File: src/rftx_pkg.sv
// Package with register map, field layout and types of the transmitter driver configuration bank.
package rftx_pkg;

  localparam logic [7:0] RFTX_ADDR_DRIVER_MODE = 8'h28;
  localparam logic [7:0] RFTX_ADDR_AMPLITUDE = 8'h29;
  localparam logic [7:0] RFTX_ADDR_MODULATION = 8'h2a;

  localparam int RFTX_BIT_INV_TWO = 7;
  localparam int RFTX_BIT_INV_ONE = 6;
  localparam int RFTX_BIT_DRIVERS_ON = 3;
  localparam int RFTX_BIT_FULL_LEVEL = 3;
  localparam int RFTX_BIT_MOD_INVERT = 2;

  localparam logic [7:0] RFTX_MASK_DRIVER_MODE = 8'hcf;
  localparam logic [7:0] RFTX_MASK_AMPLITUDE = 8'hdf;
  localparam logic [7:0] RFTX_MASK_MODULATION = 8'hff;

  localparam logic [7:0] RFTX_RST_DRIVER_MODE = 8'h00;
  localparam logic [7:0] RFTX_RST_AMPLITUDE = 8'h00;
  localparam logic [7:0] RFTX_RST_MODULATION = 8'h00;

  // Carrier level drop in millivolts below the transmitter supply, per code.
  localparam logic [9:0] RFTX_DROP_MV_0 = 10'h064;
  localparam logic [9:0] RFTX_DROP_MV_1 = 10'h0fa;
  localparam logic [9:0] RFTX_DROP_MV_2 = 10'h1f4;
  localparam logic [9:0] RFTX_DROP_MV_3 = 10'h3e8;
  localparam logic [9:0] RFTX_DROP_MV_NONE = 10'h000;

  typedef enum logic [2:0] {
    RFTX_STY_OPEN_DRAIN = 3'b000,
    RFTX_STY_PUSH_PULL = 3'b001,
    RFTX_STY_HIGH_Z = 3'b010,
    RFTX_STY_BAD_A = 3'b011,
    RFTX_STY_FORCE_HIGH = 3'b100,
    RFTX_STY_FORCE_LOW = 3'b101,
    RFTX_STY_BAD_B = 3'b110,
    RFTX_STY_RESERVED = 3'b111
  } rftx_style_t;

  typedef enum logic [1:0] {
    RFTX_SRC_NONE = 2'b00,
    RFTX_SRC_ENVELOPE = 2'b01,
    RFTX_SRC_EXTERNAL = 2'b10,
    RFTX_SRC_RESERVED = 2'b11
  } rftx_src_t;

  typedef enum logic [1:0] {
    RFTX_OVS_IDLE = 2'b00,
    RFTX_OVS_RUN = 2'b01
  } rftx_ovs_state_t;

  typedef struct packed {
    logic [7:0] addr;
    logic [7:0] wdata;
    logic wr;
    logic rd;
  } rftx_bus_t;

  // Pin drive pair: level and output enable, the enable low while driving.
  typedef struct packed {
    logic level;
    logic oe_n;
  } rftx_pin_t;

endpackage

File: src/rftx_driver_config.sv
// Transmitter driver configuration register bank and driver pin control.
//
// Contract
// Mode bit 7 inverts driver pin two.
// Mode bit 6 inverts driver pin one.
// Mode bit 3 enables both driver pins.
// Mode bits 2:0 select output drive style.
// Software never writes style codes 011, 110.
// Amplitude bits 7:6 pick supply drop level.
// Amplitude bits 4:0 set residual carrier percentage.
// Full-level bit overrides the drop field.
// Control bits 7:4 give overshoot carrier clocks.
// Control bit 2 inverts selected modulation.
// Control bits 1:0 choose modulation source.
// Reserved bits read zero, ignore writes.
//
// Local design decision: the address-and-strobe port.
`timescale 1ns/1ps
module rftx_driver_config
  import rftx_pkg::*;
(
  input wire logic clock,
  input wire logic rst,
  input wire logic [7:0] addr,
  input wire logic [7:0] wdata,
  input wire logic wr,
  input wire logic rd,
  output logic [7:0] rdata,
  input wire logic carrier_tick,
  input wire logic internal_envelope,
  input wire logic external_signal_input,
  output logic driver_pin_one_out,
  output logic driver_pin_one_oe_n,
  output logic driver_pin_two_out,
  output logic driver_pin_two_oe_n,
  output logic [9:0] carrier_level_drop_mv,
  output logic carrier_full_level,
  output logic [4:0] residual_carrier,
  output logic modulation_active
);

  typedef struct packed {
    logic [7:0] mode;
    logic [7:0] amp;
    logic [7:0] ctl;
    logic [7:0] rdata;
    rftx_pin_t pin_one;
    rftx_pin_t pin_two;
    logic [9:0] drop_mv;
    logic full;
    logic [4:0] residual;
    logic mod;
  } rftx_state_t;

  rftx_state_t s_r;
  rftx_state_t s_nxt;
  rftx_bus_t bus;
  logic mod_sel;
  logic mod_stretched;
  rftx_style_t style;
  rftx_src_t src;

  assign bus = '{addr: addr, wdata: wdata, wr: wr, rd: rd};
  assign style = rftx_style_t'(s_r.mode[2:0]);
  assign src = rftx_src_t'(s_r.ctl[1:0]);

  // =====================================================================
  // Modulation source selection
  always_comb begin
    unique case (src)
      RFTX_SRC_NONE: mod_sel = 1'b0;
      RFTX_SRC_ENVELOPE: mod_sel = internal_envelope;
      RFTX_SRC_EXTERNAL: mod_sel = external_signal_input;
      RFTX_SRC_RESERVED: mod_sel = 1'b0;
    endcase
  end

  rftx_overshoot #(
    .LEN_W(4)
  ) u_overshoot (
    .clock(clock),
    .rst(rst),
    .carrier_tick(carrier_tick),
    .mod_in(mod_sel),
    .overshoot_length(s_r.ctl[7:4]),
    .mod_out(mod_stretched)
  );

  // =====================================================================
  // Next state: register writes, read data and pin drive
  // Unsupported style codes fall back to high impedance, so a software slip
  // cannot fight the antenna network.
  always_comb begin
    logic carrier;
    rftx_pin_t p1;
    rftx_pin_t p2;
    carrier = 1'b0;
    p1 = '{level: 1'b0, oe_n: 1'b1};
    p2 = '{level: 1'b0, oe_n: 1'b1};
    s_nxt = s_r;
    if (bus.wr) begin
      unique case (bus.addr)
        RFTX_ADDR_DRIVER_MODE: s_nxt.mode = bus.wdata & RFTX_MASK_DRIVER_MODE;
        RFTX_ADDR_AMPLITUDE: s_nxt.amp = bus.wdata & RFTX_MASK_AMPLITUDE;
        RFTX_ADDR_MODULATION: s_nxt.ctl = bus.wdata & RFTX_MASK_MODULATION;
        default: ;
      endcase
    end
    s_nxt.rdata = 8'h00;
    if (bus.rd) begin
      unique case (bus.addr)
        RFTX_ADDR_DRIVER_MODE: s_nxt.rdata = s_r.mode;
        RFTX_ADDR_AMPLITUDE: s_nxt.rdata = s_r.amp;
        RFTX_ADDR_MODULATION: s_nxt.rdata = s_r.ctl;
        default: s_nxt.rdata = 8'h00;
      endcase
    end
    carrier = mod_stretched ^ s_r.ctl[RFTX_BIT_MOD_INVERT];
    s_nxt.mod = carrier;
    if (s_r.mode[RFTX_BIT_DRIVERS_ON]) begin
      unique case (style)
        RFTX_STY_OPEN_DRAIN: begin
          p1 = '{level: 1'b0, oe_n: carrier ^ s_r.mode[RFTX_BIT_INV_ONE]};
          p2 = '{level: 1'b0, oe_n: carrier ^ s_r.mode[RFTX_BIT_INV_TWO]};
        end
        RFTX_STY_PUSH_PULL: begin
          p1 = '{level: carrier ^ s_r.mode[RFTX_BIT_INV_ONE], oe_n: 1'b0};
          p2 = '{level: carrier ^ s_r.mode[RFTX_BIT_INV_TWO], oe_n: 1'b0};
        end
        RFTX_STY_FORCE_HIGH: begin
          p1 = '{level: 1'b1, oe_n: 1'b0};
          p2 = '{level: 1'b1, oe_n: 1'b0};
        end
        RFTX_STY_FORCE_LOW: begin
          p1 = '{level: 1'b0, oe_n: 1'b0};
          p2 = '{level: 1'b0, oe_n: 1'b0};
        end
        default: begin
          p1 = '{level: 1'b0, oe_n: 1'b1};
          p2 = '{level: 1'b0, oe_n: 1'b1};
        end
      endcase
    end
    s_nxt.pin_one = p1;
    s_nxt.pin_two = p2;
    s_nxt.full = s_r.ctl[RFTX_BIT_FULL_LEVEL];
    if (s_r.ctl[RFTX_BIT_FULL_LEVEL]) begin
      s_nxt.drop_mv = RFTX_DROP_MV_NONE;
    end else begin
      unique case (s_r.amp[7:6])
        2'b00: s_nxt.drop_mv = RFTX_DROP_MV_0;
        2'b01: s_nxt.drop_mv = RFTX_DROP_MV_1;
        2'b10: s_nxt.drop_mv = RFTX_DROP_MV_2;
        2'b11: s_nxt.drop_mv = RFTX_DROP_MV_3;
      endcase
    end
    s_nxt.residual = s_r.amp[4:0];
  end

  always_ff @(posedge clock) begin
    if (rst) begin
      s_r <= '{mode: RFTX_RST_DRIVER_MODE, amp: RFTX_RST_AMPLITUDE, ctl: RFTX_RST_MODULATION,
               rdata: 8'h00, pin_one: '{level: 1'b0, oe_n: 1'b1}, pin_two: '{level: 1'b0, oe_n: 1'b1},
               drop_mv: RFTX_DROP_MV_0, full: 1'b0, residual: 5'h00, mod: 1'b0};
    end else begin
      s_r <= s_nxt;
    end
  end

  assign rdata = s_r.rdata;
  assign driver_pin_one_out = s_r.pin_one.level;
  assign driver_pin_one_oe_n = s_r.pin_one.oe_n;
  assign driver_pin_two_out = s_r.pin_two.level;
  assign driver_pin_two_oe_n = s_r.pin_two.oe_n;
  assign carrier_level_drop_mv = s_r.drop_mv;
  assign carrier_full_level = s_r.full;
  assign residual_carrier = s_r.residual;
  assign modulation_active = s_r.mod;

  // =====================================================================
  // Checks
  property p_inv_two;
    @(posedge clock) disable iff (rst)
      (s_r.mode[3] && s_r.mode[2:0] == 3'b001) |=> (driver_pin_two_out == (modulation_active ^ $past(s_r.mode[7])));
  endproperty
  a_inv_two: assert property (p_inv_two) else $error("pin two level mismatch");

  property p_inv_one;
    @(posedge clock) disable iff (rst)
      (s_r.mode[3] && s_r.mode[2:0] == 3'b001) |=> (driver_pin_one_out == (modulation_active ^ $past(s_r.mode[6])));
  endproperty
  a_inv_one: assert property (p_inv_one) else $error("pin one level mismatch");

  property p_off;
    @(posedge clock) disable iff (rst)
      !s_r.mode[3] |=> (driver_pin_one_oe_n && driver_pin_two_oe_n);
  endproperty
  a_off: assert property (p_off) else $error("pins driven while disabled");

  property p_force_high;
    @(posedge clock) disable iff (rst)
      (s_r.mode[3] && s_r.mode[2:0] == 3'b100) |=> (driver_pin_one_out && !driver_pin_one_oe_n && driver_pin_two_out);
  endproperty
  a_force_high: assert property (p_force_high) else $error("force high not driven");

  property p_bad_style;
    @(posedge clock) disable iff (rst)
      (s_r.mode[2:0] == 3'b011 || s_r.mode[2:0] == 3'b110) |=> (driver_pin_one_oe_n && driver_pin_two_oe_n);
  endproperty
  a_bad_style: assert property (p_bad_style) else $error("unsupported style drives pins");

  property p_drop;
    @(posedge clock) disable iff (rst)
      (!s_r.ctl[3] && s_r.amp[7:6] == 2'b11) |=> (carrier_level_drop_mv == RFTX_DROP_MV_3);
  endproperty
  a_drop: assert property (p_drop) else $error("drop level wrong");

  property p_residual;
    @(posedge clock) disable iff (rst)
      (wr && addr == RFTX_ADDR_AMPLITUDE) |=> ##1 (residual_carrier == $past(wdata[4:0], 2));
  endproperty
  a_residual: assert property (p_residual) else $error("residual carrier not applied");

  property p_full;
    @(posedge clock) disable iff (rst)
      s_r.ctl[3] |=> (carrier_level_drop_mv == RFTX_DROP_MV_NONE && carrier_full_level);
  endproperty
  a_full: assert property (p_full) else $error("full level ignored");

  property p_src_none;
    @(posedge clock) disable iff (rst)
      (s_r.ctl[1:0] == 2'b00 && s_r.ctl[7:4] == 4'h0 && !mod_stretched) |=> (modulation_active == $past(s_r.ctl[2]));
  endproperty
  a_src_none: assert property (p_src_none) else $error("no-modulation source not idle");

  property p_invert;
    @(posedge clock) disable iff (rst)
      1'b1 |=> (modulation_active == ($past(mod_stretched) ^ $past(s_r.ctl[2])));
  endproperty
  a_invert: assert property (p_invert) else $error("modulation invert wrong");

  property p_reserved;
    @(posedge clock) disable iff (rst)
      (rd && addr == RFTX_ADDR_DRIVER_MODE) |=> (rdata[5:4] == 2'b00);
  endproperty
  a_reserved: assert property (p_reserved) else $error("reserved bits read nonzero");

  property p_stretch;
    @(posedge clock) disable iff (rst)
      ($fell(mod_sel) && s_r.ctl[7:4] != 4'h0) |=> mod_stretched;
  endproperty
  a_stretch: assert property (p_stretch) else $error("overshoot stretch missing");

  // =====================================================================
  // Checks on drive styles, levels, sources and stored fields
  property p_od_two;
    @(posedge clock) disable iff (rst)
      (s_r.mode[3] && s_r.mode[2:0] == 3'b000) |=>
        (!driver_pin_two_out && driver_pin_two_oe_n == (modulation_active ^ $past(s_r.mode[7])));
  endproperty
  a_od_two: assert property (p_od_two) else $error("open drain pin two wrong");

  property p_od_one;
    @(posedge clock) disable iff (rst)
      (s_r.mode[3] && s_r.mode[2:0] == 3'b000) |=>
        (!driver_pin_one_out && driver_pin_one_oe_n == (modulation_active ^ $past(s_r.mode[6])));
  endproperty
  a_od_one: assert property (p_od_one) else $error("open drain pin one wrong");

  property p_force_low;
    @(posedge clock) disable iff (rst)
      (s_r.mode[3] && s_r.mode[2:0] == 3'b101) |=>
        (!driver_pin_one_out && !driver_pin_one_oe_n && !driver_pin_two_out && !driver_pin_two_oe_n);
  endproperty
  a_force_low: assert property (p_force_low) else $error("force low not driven");

  property p_high_z;
    @(posedge clock) disable iff (rst)
      (s_r.mode[2:0] == 3'b010) |=> (driver_pin_one_oe_n && driver_pin_two_oe_n);
  endproperty
  a_high_z: assert property (p_high_z) else $error("high impedance style drives pins");

  property p_off_level;
    @(posedge clock) disable iff (rst)
      !s_r.mode[3] |=> (!driver_pin_one_out && !driver_pin_two_out);
  endproperty
  a_off_level: assert property (p_off_level) else $error("disabled pins show a level");

  property p_on_drives;
    @(posedge clock) disable iff (rst)
      (s_r.mode[3] && s_r.mode[2:0] == 3'b001) |=> (!driver_pin_one_oe_n && !driver_pin_two_oe_n);
  endproperty
  a_on_drives: assert property (p_on_drives) else $error("enabled pins not driven");

  property p_drop_0;
    @(posedge clock) disable iff (rst)
      (!s_r.ctl[3] && s_r.amp[7:6] == 2'b00) |=> (carrier_level_drop_mv == RFTX_DROP_MV_0);
  endproperty
  a_drop_0: assert property (p_drop_0) else $error("drop level code 0 wrong");

  property p_drop_1;
    @(posedge clock) disable iff (rst)
      (!s_r.ctl[3] && s_r.amp[7:6] == 2'b01) |=> (carrier_level_drop_mv == RFTX_DROP_MV_1);
  endproperty
  a_drop_1: assert property (p_drop_1) else $error("drop level code 1 wrong");

  property p_drop_2;
    @(posedge clock) disable iff (rst)
      (!s_r.ctl[3] && s_r.amp[7:6] == 2'b10) |=> (carrier_level_drop_mv == RFTX_DROP_MV_2);
  endproperty
  a_drop_2: assert property (p_drop_2) else $error("drop level code 2 wrong");

  property p_full_off;
    @(posedge clock) disable iff (rst)
      !s_r.ctl[3] |=> !carrier_full_level;
  endproperty
  a_full_off: assert property (p_full_off) else $error("full level shown while off");

  property p_src_env;
    @(posedge clock) disable iff (rst)
      (s_r.ctl[1:0] == 2'b01 && s_r.ctl[7:4] == 4'h0 && !mod_stretched) |=> (mod_stretched == $past(internal_envelope));
  endproperty
  a_src_env: assert property (p_src_env) else $error("envelope source not followed");

  property p_src_ext;
    @(posedge clock) disable iff (rst)
      (s_r.ctl[1:0] == 2'b10 && s_r.ctl[7:4] == 4'h0 && !mod_stretched) |=>
        (mod_stretched == $past(external_signal_input));
  endproperty
  a_src_ext: assert property (p_src_ext) else $error("external source not followed");

  property p_src_reserved;
    @(posedge clock) disable iff (rst)
      (s_r.ctl[1:0] == 2'b11 && s_r.ctl[7:4] == 4'h0 && !mod_stretched) |=> !mod_stretched;
  endproperty
  a_src_reserved: assert property (p_src_reserved) else $error("reserved source modulates");

  property p_amp_reserved;
    @(posedge clock) disable iff (rst)
      (rd && addr == RFTX_ADDR_AMPLITUDE) |=> !rdata[5];
  endproperty
  a_amp_reserved: assert property (p_amp_reserved) else $error("amplitude reserved bit reads nonzero");

  property p_mode_store;
    @(posedge clock) disable iff (rst)
      (wr && addr == RFTX_ADDR_DRIVER_MODE) |=> (s_r.mode == {$past(wdata[7:6]), 2'b00, $past(wdata[3:0])});
  endproperty
  a_mode_store: assert property (p_mode_store) else $error("driver mode write stored wrongly");

  property p_amp_store;
    @(posedge clock) disable iff (rst)
      (wr && addr == RFTX_ADDR_AMPLITUDE) |=> (s_r.amp == {$past(wdata[7:6]), 1'b0, $past(wdata[4:0])});
  endproperty
  a_amp_store: assert property (p_amp_store) else $error("amplitude write stored wrongly");

  property p_stretch_quiet;
    @(posedge clock) disable iff (rst)
      (!mod_stretched && !mod_sel) |=> !mod_stretched;
  endproperty
  a_stretch_quiet: assert property (p_stretch_quiet) else $error("stretch started without a fall");

  property p_stretch_follow;
    @(posedge clock) disable iff (rst)
      mod_sel |=> mod_stretched;
  endproperty
  a_stretch_follow: assert property (p_stretch_follow) else $error("active modulation not passed on");

  c_push_pull: cover property (@(posedge clock) s_r.mode[3] && s_r.mode[2:0] == 3'b001 && modulation_active);
  c_open_drain: cover property (@(posedge clock) s_r.mode[3] && s_r.mode[2:0] == 3'b000);
  c_full_level: cover property (@(posedge clock) carrier_full_level);
  c_stretch: cover property (@(posedge clock) mod_stretched && !mod_sel);

endmodule

File: src/rftx_overshoot.sv
// Overshoot-prevention stretcher: extends modulation by a count of carrier clocks.
`timescale 1ns/1ps
module rftx_overshoot
  import rftx_pkg::*;
#(
  parameter int LEN_W = 4
) (
  input wire logic clock,
  input wire logic rst,
  input wire logic carrier_tick,
  input wire logic mod_in,
  input wire logic [LEN_W-1:0] overshoot_length,
  output logic mod_out
);

  typedef struct packed {
    rftx_ovs_state_t st;
    logic [LEN_W-1:0] cnt;
    logic prev;
    logic out;
  } rftx_ovs_t;

  rftx_ovs_t s_r;
  rftx_ovs_t s_nxt;

  // =====================================================================
  // Stretcher
  // After modulation ends, it is held for overshoot_length carrier clocks.
  always_comb begin
    s_nxt = s_r;
    s_nxt.prev = mod_in;
    unique case (s_r.st)
      RFTX_OVS_IDLE: begin
        s_nxt.out = mod_in;
        if (s_r.prev && !mod_in && overshoot_length != '0) begin
          s_nxt.st = RFTX_OVS_RUN;
          s_nxt.cnt = overshoot_length;
          s_nxt.out = 1'b1;
        end
      end
      RFTX_OVS_RUN: begin
        s_nxt.out = 1'b1;
        if (mod_in) begin
          s_nxt.st = RFTX_OVS_IDLE;
        end else if (carrier_tick) begin
          s_nxt.cnt = s_r.cnt - 1'b1;
          if (s_r.cnt == {{(LEN_W-1){1'b0}}, 1'b1}) begin
            s_nxt.st = RFTX_OVS_IDLE;
            s_nxt.out = 1'b0;
          end
        end
      end
      default: begin
        s_nxt.st = RFTX_OVS_IDLE;
        s_nxt.out = mod_in;
      end
    endcase
  end

  always_ff @(posedge clock) begin
    if (rst) begin
      s_r <= '{st: RFTX_OVS_IDLE, cnt: '0, prev: 1'b0, out: 1'b0};
    end else begin
      s_r <= s_nxt;
    end
  end

  assign mod_out = s_r.out;

endmodule

File: config.mk
export PLATFORM = sky130hd
export DESIGN_NAME = rftx_driver_config
export DESIGN_NICKNAME = d
export VERILOG_FILES = /design/src/rftx_pkg.sv /design/src/rftx_driver_config.sv /design/src/rftx_overshoot.sv
export SDC_FILE = /design/constraint.sdc
export NUM_CORES = 1
export LEC_CHECK = 0
export BUFFER_PORTS_ARGS = -buffer_cell sky130_fd_sc_hd__buf_2
export CAP_MARGIN = 25
export CORE_UTILIZATION = 40
export DETAILED_ROUTE_END_ITERATION = 8
export HOLD_SLACK_MARGIN = 0.15
export PLACE_DENSITY = 0.7
export REMOVE_ABC_BUFFERS = 1
export SLEW_MARGIN = 20
export SYNTH_ARGS = -nofsm -noshare
export SYNTH_HDL_FRONTEND = slang
export SYNTH_SLANG_ARGS = --single-unit
File: constraint.sdc
create_clock -name clock -period 1.35 [get_ports clock]
set_input_delay 0.3375 -clock clock [delete_from_list [all_inputs] [get_ports clock]]
set_output_delay 0.3375 -clock clock [all_outputs]
set_load 0.005 [all_outputs]
==> results_dict.tcl <==
set metrics [dict create \
    placed_cells 361 \
    cp_max_fo 3 \
    internal_power_mw 2.15 \
    place_area_um2 2690 \
    p_sw_uw 559 \
    combinationalPowerShare 0.046 \
    ys_types 38 \
    swShare 0.207 \
    grt_start_max_net_pins 22 \
    port_buffers 50 \
    cts_buffers 5 \
    hold_path_depth 3 \
    finalSetupViolCount 0 \
    reg2regPathDepth 5 \
    grt_pass1_wl_um 7800 \
    dr.pass1.iters 4 \
    p_seq_frac 0.600 \
    ys_seq_area_frac 0.459 \
    io_pins 52 \
    critPathArrivalTime_ns 1.58 \
    synth_area_per_cell_um2 9.57 \
    layout-drive-gt1-share 0.293 \
    cp.required_ns 1.58 \
    vias_per_cell 4.81 \
    min_to "s_nxt[5]$_SDFFE_PP0P_" \
    grt.total_usage 0.161 \
    fp.dieW_um 79.5 \
    antenna_found_initial 0 \
    crit_chain "o41ai_4, buf_4, o21a_1, o31ai_1, a21oi_1" \
    syn_area_um2 2400 \
    cpMaxStageDelayCell "o41ai_4" \
    period_share 0.998 \
    finalHoldViolCount 0 \
    crit_path_end_kind "register" \
    path_clk_slew_ns 0.09 \
    cpLargestDelayFamily "compound AO/OA/AOI/OAI gates" \
    power_frac_clock 0.353 \
    synth-edff-count 0 \
    powerDensity_nw_per_um2 953 \
    yosys_warnings 0 \
    tritoncts "yes" \
    start_kind "register" \
    critPathMaxStageDelay_ns 0.37 \
    layout_commonest_cell "dfxtp_1" \
    hpwl_um 3600 \
    drt-total-wl_um 4860 \
    clockBufferDepth 2 \
    slew_violations 0 \
    clock_skew_ns 0.00603 \
    cp.buffers_inverters 1 \
    area_growth_pct 18.1 \
    grt_pass1_vias 1711 \
    start_util 0.426 \
    cts.sinks 55 \
    drt_iter0_drc 102 \
    synthFlopType "dfxtp_1" \
    worstHoldStart "wdata[4]" \
    outcome "complete, no violations" \
    die_area_um2 6320 \
    gp_congestion 0.825 \
    antenna_left 0 \
    final_cells 372 \
    gr-total-overflow 0 \
    ctsHtreeMaxLevel 2 \
    ir_drop_v 0.000484 \
    post-route-cell-area_um2 2840 \
    fmax_mhz 742 \
    rsz0062_at_grt "true" \
    async_flop_share 0 \
    finalNetCount 329 \
    core-area_um2 5640 \
    cts_root_buf "clkbuf_8" \
    postSynthCellCount 251 \
    drv_cap 0 \
    most-common-layout-cells "53 x dfxtp_1, 50 x buf_2, 45 x nor2_1, 27 x mux2i_1, 20 x buf_4" \
    ys_ff_latch 55 \
    fp.dieH_um 79.5 \
    drc 0 \
    insertion_delay_ns 0.30 \
    p_leak_nw 1.37 \
    wl_per_cell_um 13.1 \
    r2r-start "s_r[35]$_SDFFE_PP0P_" \
    route.vias.total 1791 \
    num_rows 27 \
    r2r_slack_ns 0.003 \
    tns_ns 0 \
    crit_type "reg -> reg" \
    worstReg2RegEnd "u_overshoot.s_r[4]$_SDFFE_PP0P_" \
    post-route-min-period_ns 1.35 \
    n_antenna_cell 0 \
    hp-class "in -> reg" \
]
-- sequential cells by signal (all words and copies together), names as in the netlist --
register / cells
s_nxt: 6
residual_carrier: 5
u_overshoot.mod_out: 1
s_r: 15
modulation_active: 1
driver_pin_two_out: 1
u_overshoot.s_r: 6
driver_pin_one_out: 1
carrier_level_drop_mv: 8
driver_pin_one_oe_n: 1
rdata: 8
driver_pin_two_oe_n: 1
carrier_full_level: 1
-- cell families (layout without fill, tap and decap cells) --
logic type / Yosys count / count (layout) / synth area share
flip-flops: 55 / 55 / 0.459
XOR/XNOR: 3 / 3 / 0.0109
buffers and inverters: 37 / 86 / 0.102
AND/OR/NAND/NOR: 88 / 88 / 0.190
other: 1 / 1 / 0.00156
AO/OA/AOI/OAI: 33 / 33 / 0.0881
multiplexers: 27 / 27 / 0.113
adder cells (fa/ha/maj): 7 / 7 / 0.0365
-- how the worst max path moves through the flow --
stage | end | depth (start not counted) | start | slack (ns)
finish | u_overshoot.s_r[4]$_SDFFE_PP0P_ | 5 | s_r[35]$_SDFFE_PP0P_ | 0.003
global placement | s_r[30]$_SDFFE_PP0P_ | 6 | addr[7] | -0.25
detailed placement | s_r[33]$_SDFFE_PP0P_ | 6 | addr[7] | -0.29
CTS | u_overshoot.s_r[4]$_SDFFE_PP0P_ | 5 | s_r[35]$_SDFFE_PP0P_ | 0.002
floorplan | s_nxt[1]$_SDFFE_PP0P_ | 4 | addr[7] | -0.07
global route | rdata[4]$_SDFF_PP0_ | 6 | addr[2] | -0.05
-- layout make-up --
type	count	area, um^2
inverter	6	22.5
clock buffer	8	100
multi-input combinational	159	1080
timing repair buffer	72	440
fill	514	2810
sequential	55	1100
tap	72	90.1
-- metrics by stage --
stage               utilization  power, mW  hold slack [ns]  setup slack, ns
floorplan                     -       1.69            0.407          -0.0676
global placement          0.476       1.78            0.459           -0.249
detailed placement        0.476       1.78            0.458           -0.289
CTS                       0.498       2.74            0.281          0.00201
global route              0.503       2.81            0.307          -0.0479
finish                    0.503       2.70            0.287          0.00252
-- Yosys cell counts (2+ instances only) --
cell type / number / area share
nor2b_1: 12 / 0.031
nor3_1: 2 / 0.0042
ha_1: 7 / 0.036
nand3_1: 3 / 0.0063
nand4_2: 2 / 0.010
xnor2_1: 3 / 0.011
buf_4: 23 / 0.072
nand2_1: 11 / 0.017
dfxtp_1: 55 / 0.46
o22ai_1: 2 / 0.0052
o31ai_1: 3 / 0.0094
and2_1: 3 / 0.0078
o21ai_0: 3 / 0.0063
a21oi_1: 13 / 0.027
o41ai_1: 2 / 0.0073
mux2i_1: 27 / 0.11
inv_1: 6 / 0.0094
nand2b_1: 3 / 0.0078
clkbuf_1: 5 / 0.0078
nor2_1: 45 / 0.070
o21a_1: 4 / 0.013
-- worst min-delay path: stages --
cell and delay (ns):
buf_2 0.09, mux2i_1 0.06, nor2_1 0.07
-- repair_timing --
item	4_1_cts	5_1_grt
setup endpoints to repair	6	13
resized for setup	3	2
hold buffers	0	0
pin swaps	2	4
buffers inserted	0	3
-- routing by layer --
metal / vias to the layer above / share of wire / global-route usage / wire length (um)
met3: 6 / 0.062 / 0.0446 / 301
met2: 59 / 0.46 / 0.265 / 2250
met5: - / 0 / 0 / 0
li1: 915 / - / - / -
met1: 811 / 0.46 / 0.201 / 2260
met4: 0 / 0.011 / 0.0582 / 55
-- power groups by stage --
stage	registers, mW	logic (mW)	clock network (mW)
2_1_floorplan	1.66	0.0268	0
3_3_place_gp	1.66	0.122	0
3_5_place_dp	1.66	0.123	0
4_1_cts	1.62	0.123	0.995
5_1_grt	1.62	0.138	1.05
6_report	1.62	0.126	0.956
(Power assumes the default switching activity.)
